--- src/shared/shcs_map.svh ---
`ifndef SHCS_MAP_SVH
`define SHCS_MAP_SVH

`define SHCS_ADDR_W      12
`define SHCS_OFFSET      12'h000
`define SHCS_W           22
`define SHCS_RESET       22'h00_0000
`define SHCS_IMPL_MASK   22'h3f_fdbf
`define SHCS_SHARED_MASK 22'h1a_4132
`define SHCS_BANKED_MASK 22'h25_bc8d
`define SHCS_BUS_MASK    22'h02_4002
`define SHCS_HF_PEND     21
`define SHCS_SF_PEND     20
`define SHCS_SF_EN       19
`define SHCS_UF_EN       18
`define SHCS_BF_EN       17
`define SHCS_MM_EN       16
`define SHCS_SVC_PEND    15
`define SHCS_BF_PEND     14
`define SHCS_MM_PEND     13
`define SHCS_UF_PEND     12
`define SHCS_TICK_ACT    11
`define SHCS_PSV_ACT     10
`define SHCS_MON_ACT     8
`define SHCS_SVC_ACT     7
`define SHCS_NMI_ACT     5
`define SHCS_SF_ACT      4
`define SHCS_UF_ACT      3
`define SHCS_HF_ACT      2
`define SHCS_BF_ACT      1
`define SHCS_MM_ACT      0
`define SHCS_RESP_OKAY   2'h0
`define SHCS_RESP_SLVERR 2'h2

`endif

--- src/shared/shcs_pkg.sv ---
`include "shcs_map.svh"

package shcs_pkg;

  typedef logic [`SHCS_W-1:0] shcs_bits_t;

  // fault source order on fault_occur
  typedef enum logic [1:0]
  {
    FAULT_MEM    = 2'h0,
    FAULT_BUS    = 2'h1,
    FAULT_USAGE  = 2'h2,
    FAULT_SECURE = 2'h3
  } fault_src_t;

  typedef struct packed
  {
    logic                   aw_got;
    logic                   aw_hit;
    logic                   aw_ns;
    logic                   w_got;
    logic [31:0]            wdata;
    logic [3:0]             wstrb;
    logic                   bvalid;
    logic [1:0]             bresp;
    logic                   rvalid;
    logic [31:0]            rdata;
    logic [1:0]             rresp;
    logic [1:0][`SHCS_W-1:0] bank;
    logic                   escalated;
  } shcs_state_t;

endpackage

--- src/system_handler_ctrl_state_reg.sv ---
// The AXI4-Lite slave port and the register addresses were chosen for this implementation.
`include "shcs_map.svh"

module system_handler_ctrl_state_reg
  import shcs_pkg::*;
(
  // clock and reset
  input  wire logic                     clk_sys,
  input  wire logic                     rst_n,
  // axi4-lite write address and data
  input  wire logic [`SHCS_ADDR_W-1:0]  awaddr,
  input  wire logic [2:0]               awprot,
  input  wire logic                     awvalid,
  output logic                          awready,
  input  wire logic [31:0]              wdata,
  input  wire logic [3:0]               wstrb,
  input  wire logic                     wvalid,
  output logic                          wready,
  // axi4-lite write response
  output logic [1:0]                    bresp,
  output logic                          bvalid,
  input  wire logic                     bready,
  // axi4-lite read
  input  wire logic [`SHCS_ADDR_W-1:0]  araddr,
  input  wire logic [2:0]               arprot,
  input  wire logic                     arvalid,
  output logic                          arready,
  output logic [31:0]                   rdata,
  output logic [1:0]                    rresp,
  output logic                          rvalid,
  input  wire logic                     rready,
  // exception logic side
  input  wire logic                     nonsecure_fault_targeting_control,
  input  wire shcs_pkg::shcs_bits_t     exc_set_s,
  input  wire shcs_pkg::shcs_bits_t     exc_set_ns,
  input  wire shcs_pkg::shcs_bits_t     exc_clr_s,
  input  wire shcs_pkg::shcs_bits_t     exc_clr_ns,
  input  wire logic [3:0]               fault_occur,
  input  wire logic                     fault_to_ns,
  // state toward the exception logic
  output shcs_pkg::shcs_bits_t          state_secure,
  output shcs_pkg::shcs_bits_t          state_nonsecure,
  output logic                          hard_fault_ns_may_preempt,
  output logic                          fault_escalated
);
  import shcs_pkg::*;

  localparam int EN_POS [4] = '{`SHCS_MM_EN, `SHCS_BF_EN,
                                `SHCS_UF_EN, `SHCS_SF_EN};
  localparam int PEND_POS [4] = '{`SHCS_MM_PEND, `SHCS_BF_PEND,
                                  `SHCS_UF_PEND, `SHCS_SF_PEND};

  shcs_state_t q;
  shcs_state_t n;
  logic        aw_hs;
  logic        w_hs;
  logic        ar_hs;
  logic        ctrl;

  assign ctrl    = nonsecure_fault_targeting_control;
  assign awready = !q.aw_got && !q.bvalid;
  assign wready  = !q.w_got && !q.bvalid;
  assign arready = !q.rvalid;
  assign aw_hs   = awvalid && awready;
  assign w_hs    = wvalid && wready;
  assign ar_hs   = arvalid && arready;

  function automatic logic hit(input logic [`SHCS_ADDR_W-1:0] a);
    hit = {a[`SHCS_ADDR_W-1:2], 2'h0} == `SHCS_OFFSET;
  endfunction

  // software view of the register for one security state
  function automatic logic [31:0] view(input logic ns,
                                       input logic [1:0][`SHCS_W-1:0] bk,
                                       input logic en_bus);
    logic [`SHCS_W-1:0] v;
    v = '0;
    if (!ns)
    begin
      v = bk[0] & `SHCS_IMPL_MASK;
    end
    else
    begin
      v = (bk[1] & `SHCS_BANKED_MASK) | (bk[0] & `SHCS_SHARED_MASK);
      if (!en_bus)
      begin
        v = v & ~`SHCS_BUS_MASK;
      end
    end
    view = {10'h000, v};
  endfunction

  always_comb
  begin
    logic [31:0]        smask;
    logic [`SHCS_W-1:0] em0;
    logic [`SHCS_W-1:0] em1;
    logic               tb;
    smask = '0;
    em0   = '0;
    em1   = '0;
    tb    = 1'b0;
    n     = q;
    n.escalated = 1'b0;
    if (aw_hs)
    begin
      n.aw_got = 1'b1;
      n.aw_hit = hit(awaddr);
      n.aw_ns  = awprot[1];
    end
    if (w_hs)
    begin
      n.w_got = 1'b1;
      n.wdata = wdata;
      n.wstrb = wstrb;
    end
    if (q.bvalid && bready)
    begin
      n.bvalid = 1'b0;
    end
    // the write lands once address and data are both held
    if (n.aw_got && n.w_got)
    begin
      n.aw_got = 1'b0;
      n.w_got  = 1'b0;
      n.bvalid = 1'b1;
      n.bresp  = n.aw_hit ? `SHCS_RESP_OKAY : `SHCS_RESP_SLVERR;
      for (int i = 0; i < 4; i++)
      begin
        smask[i*8 +: 8] = {8{n.wstrb[i]}};
      end
      if (n.aw_hit && !n.aw_ns)
      begin
        em0 = smask[`SHCS_W-1:0] & `SHCS_IMPL_MASK;
      end
      else if (n.aw_hit)
      begin
        em1 = smask[`SHCS_W-1:0] & `SHCS_BANKED_MASK;
        em0 = smask[`SHCS_W-1:0] & `SHCS_SHARED_MASK;
        if (!ctrl)
        begin
          em0 = em0 & ~`SHCS_BUS_MASK;
        end
      end
      n.bank[0] = (n.bank[0] & ~em0) | (n.wdata[`SHCS_W-1:0] & em0);
      n.bank[1] = (n.bank[1] & ~em1) | (n.wdata[`SHCS_W-1:0] & em1);
    end
    if (q.rvalid && rready)
    begin
      n.rvalid = 1'b0;
    end
    if (ar_hs)
    begin
      n.rvalid = 1'b1;
      if (hit(araddr))
      begin
        n.rdata = view(arprot[1], q.bank, ctrl);
        n.rresp = `SHCS_RESP_OKAY;
      end
      else
      begin
        n.rdata = 32'h0000_0000;
        n.rresp = `SHCS_RESP_SLVERR;
      end
    end
    // hardware clears, then sets: a set beats any clear or write
    n.bank[0] = (n.bank[0] & ~exc_clr_s) | exc_set_s;
    n.bank[1] = (n.bank[1] & ~exc_clr_ns) | exc_set_ns;
    for (int f = 0; f < 4; f++)
    begin
      if (fault_occur[f])
      begin
        tb = (f == int'(FAULT_SECURE)) ? 1'b0 : fault_to_ns;
        if ((f == int'(FAULT_BUS)) || (f == int'(FAULT_SECURE)))
        begin
          if (q.bank[0][EN_POS[f]])
          begin
            n.bank[0][PEND_POS[f]] = 1'b1;
          end
          else
          begin
            n.bank[tb][`SHCS_HF_PEND] = 1'b1;
            n.escalated = 1'b1;
          end
        end
        else if (q.bank[tb][EN_POS[f]])
        begin
          n.bank[tb][PEND_POS[f]] = 1'b1;
        end
        else
        begin
          n.bank[tb][`SHCS_HF_PEND] = 1'b1;
          n.escalated = 1'b1;
        end
      end
    end
    // one copy of shared bits only, kept in the secure bank
    n.bank[0] = n.bank[0] & `SHCS_IMPL_MASK;
    n.bank[1] = n.bank[1] & `SHCS_BANKED_MASK;
  end

  always_ff @(posedge clk_sys)
  begin
    if (!rst_n)
    begin
      q        <= '0;
      q.bank   <= {`SHCS_RESET, `SHCS_RESET};
      q.bresp  <= `SHCS_RESP_OKAY;
      q.rresp  <= `SHCS_RESP_OKAY;
    end
    else
    begin
      q <= n;
    end
  end

  assign bvalid          = q.bvalid;
  assign bresp           = q.bresp;
  assign rvalid          = q.rvalid;
  assign rdata           = q.rdata;
  assign rresp           = q.rresp;
  assign state_secure    = q.bank[0];
  assign state_nonsecure = q.bank[1];
  assign fault_escalated = q.escalated;
  // the preemption logic must hold off a non-secure hard fault here while control is low
  assign hard_fault_ns_may_preempt =
    q.bank[1][`SHCS_HF_PEND] && ctrl;
endmodule // system_handler_ctrl_state_reg

--- config.mk ---
export PLATFORM = sky130hd
export DESIGN_NAME = system_handler_ctrl_state_reg
export DESIGN_NICKNAME = d
export VERILOG_FILES = /design/src/shared/shcs_pkg.sv /design/src/system_handler_ctrl_state_reg.sv
export VERILOG_INCLUDE_DIRS = /design/src /design/src/shared
export SDC_FILE = /design/constraint.sdc
export NUM_CORES = 1
export LEC_CHECK = 0
export BUFFER_PORTS_ARGS = -buffer_cell sky130_fd_sc_hd__clkbuf_2
export CAP_MARGIN = 40
export CORE_MARGIN = 2
export CORE_UTILIZATION = 40
export CTS_BUF_LIST = sky130_fd_sc_hd__clkbuf_4 sky130_fd_sc_hd__clkbuf_8
export DETAILED_ROUTE_END_ITERATION = 10
export PLACE_DENSITY = 0.74
export REMOVE_ABC_BUFFERS = 1
export SLEW_MARGIN = 10
export SYNTH_ARGS = -nofsm -noshare
export SYNTH_HDL_FRONTEND = slang
export SYNTH_SLANG_ARGS = --single-unit
--- constraint.sdc ---
create_clock -name clk_sys -period 4.55 [get_ports clk_sys]
set_input_delay 0.6825 -clock clk_sys [delete_from_list [all_inputs] [get_ports clk_sys]]
set_output_delay 0.6825 -clock clk_sys [all_outputs]
set_load 0.01 [all_outputs]
==> results.toml <==
[clock_network]
h-tree-depth = 3
clock_sinks = 84
cts-root-buf = "clkbuf_8"
cts_buffers = 9
cts_resized = 0
hold_buffers = 0
post-cts-setup-buffers = 0
insertion_delay_ns = 0.35
clk_pin_slew_ns = 0.09
cts_tree = "built"
cts.path.max_buffers = 2

[setup_path]
cp_cell_sequence = "nor3b_2 -> buf_4 -> mux2i_1 -> a211o_1 -> nor2_1 -> o311ai_0"
worst_setup_path_end_kind = "register"
worstSetupStartpointType = "register"
worst-path-max-fanout = 16
cpPeakStageDelay_ns = 0.49
slowest_stage = "a211o_1"
required_ns = 4.80
path_class = "reg -> reg"
cp_data_arrival_time_ns = 2.63

[logic_synthesis]
synth_area_leaders = "dfxtp_1 (38%), buf_4 (14%), nor2_1 (5.2%)"
synthArstFlopShare_pct = 0
ys_ff_latch = 84
yosysUniqueCellTypes = 49
synthCells = 519
yosys_warnings = 0
synth_edf_count = 0
syn_area_per_cell_um2 = 8.529
synth.largest_area_cell = "dfxtp_1"
synth_top_flop_cell = "dfxtp_1"
synth_top_area_share_pct = 37.99
yosysSeqAreaShare_pct = 37.99
netlist_area_mm2 = 0.004427

[sta]
rsz0062_at_grt = "false"
fin_crit_ns = 2.381
slew_headroom_pct = 44.26
setup_viol = 0
worstMarginPinSlew_ns = 0.8361
finalCritPeriodShare_pct = 52.32
skew_ns = 0.01018
finalSetupTns_ns = 0
fmax_ghz = 0.4201
hold_violations = 0
drv_slew = 0

[power]
p_sw_share_pct = 26.96
switchingPower_uw = 474.5
p_leak_nw = 2.432
irDropWorstVdd_uv = 170.8
p_seq_share_pct = 46.2
power_frac_comb_pct = 16.6
power.density_mw_per_mm2 = 337.9
clkPwrFrac_pct = 37.2
fin_total_pwr_mw = 1.760
internal-power_mw = 1.285

[global_routing]
antenna_found_initial = 0
grt_pass1_wl_um = 18570
grt_util_met2_pct = 36.60
grt.overflow.total = 0
use_met1_pct = 23.59
grt_max_degree = 85
grtUsageMet3_pct = 4.244
grt_busiest_layer = "met2"
grt_use_total_pct = 20.31
grt_pass1_vias = 3803

[floorplan]
core_area_mm2 = 0.01084
die_y_um = 109.2
chipWidth_um = 109.2
rows = 38
start_util_pct = 40.84
dieArea_mm2 = 0.01192
pin_count = 254

[place]
place_hpwl_um = 9425
place.port_buffers = 182
gp_congestion = 0.8275

[cells_and_area]
area_growth_pct = 17.64
drive_above_1_share_pct = 35.31
nNetsFinal = 802
antenna_cells = 0
finalCoreUtilization_pct = 48.04
fillers = 1076

[routing]
dr.pass1.iters = 4
routedWlPerCell_um = 15.72
routed_wl_um = 12260
viasPerCell = 5.221
ant_nets = 0
drcViolationCount = 0
num_vias = 4072
drtIter0Drc = 215

[status]
status = "finished clean"

[job]
drv_cap = 0

[min_path]
hp-class = "reg -> reg"
-- path summary, 6_finish.rpt --
path	start	endpoint	slack [ns]	depth (start not counted)
worst max-delay path	bvalid	state_nonsecure[3]	2.17	6
worst max register to register	bvalid	state_nonsecure[3]	2.17	6
worst min-delay path	q[106]	q[106]	0.49	2
worst min register to register	q[106]	q[106]	0.49	2
-- logic make-up (layout without fill, tap and decap cells) --
logic type,count (synthesis),in the layout,synth area share [%]
simple gates,185,185,21.14
buf+inv,127,223,17.98
compound gates,94,94,16.11
flops,84,84,37.99
mux,28,28,6.699
other cells,1,26,0.08471
-- Yosys cell counts (all sizes together), types with 2 or more instances --
library cell	count
nor3b	2
nand2	55
clkbuf	19
nand2b	9
o21a	2
a32oi	3
and2	2
o211a	2
a21oi	11
o311ai	14
buf	91
o21ai	11
nand4b	6
a22oi	17
a211oi	2
o22ai	2
a21o	2
mux2i	15
or4	18
nor3	2
a31oi	9
nand3	10
dfxtp	84
mux2	13
a221o	7
and3	2
nor2	61
nor4	11
nor2b	3
a211o	4
inv	17
nand3b	2
-- layout make-up --
cell class / instances / area [µm²] / share of cell area [%]
clock inverter: 6 / 111.4 / 2.138
tap: 140 / 175.2 / 3.364
clock buffer: 10 / 137.6 / 2.643
inverter: 17 / 63.81 / 1.225
multi-input combinational: 333 / 2052 / 39.40
sequential: 84 / 1682 / 32.29
timing repair buffer: 190 / 985.9 / 18.93
-- state kept, by name (all words and copies together) (netlist names), 12 cells and up --
name / cells
state_nonsecure: 12
rdata: 20
state_secure: 20
q: 27
-- through the flow --
step / hold WS [ns] / cell area, µm² / setup slack (ns) / cells
floorplan: 0.4475 / 3789 / -0.3008 / 434
global placement: 0.4452 / 4928 / 1.656 / 762
detailed placement: 0.4703 / 4959 / 1.790 / 764
CTS: 0.4790 / 5207 / 2.117 / 780
global route: 0.5008 / 5207 / 1.966 / 780
finish: 0.4874 / 5207 / 2.169 / 780
-- routing by layer --
layer,share of wire (%),vias to the layer above
met4,1.2,0
met5,0,-
met1,41,1919
met3,7.8,13
met2,50,167
li1,-,1973
-- worst max-delay path: cells and delay by family (launching register included) --
kind | cells | cell delay, ns
multiplexers | 1 | 0.28
flip-flops | 1 | 0.40
AO/OA/AOI/OAI | 2 | 0.85
buffers and inverters | 1 | 0.30
AND/OR/NAND/NOR | 2 | 0.42
-- placed cells by master, fill, tap and decap left out, drive strengths merged, types with 14 or more instances in the layout --
master	synthesis	routed
mux2i	15	15
nor2	61	61
nand2	55	55
dfxtp	84	84
inv	17	16
conb	1	26
clkbuf	19	192
o311ai	14	14
a22oi	17	17
or4	18	18
-- power groups by stage --
stage / sequential [mW] / clock (mW) / combinational (mW)
floorplan: 0.834 / 0 / 0.136
global placement: 0.827 / 0 / 0.285
detailed placement: 0.830 / 0 / 0.294
CTS: 0.813 / 0.675 / 0.295
global route: 0.818 / 0.695 / 0.324
finish: 0.813 / 0.654 / 0.292
Power figures use the tool's default switching activity.
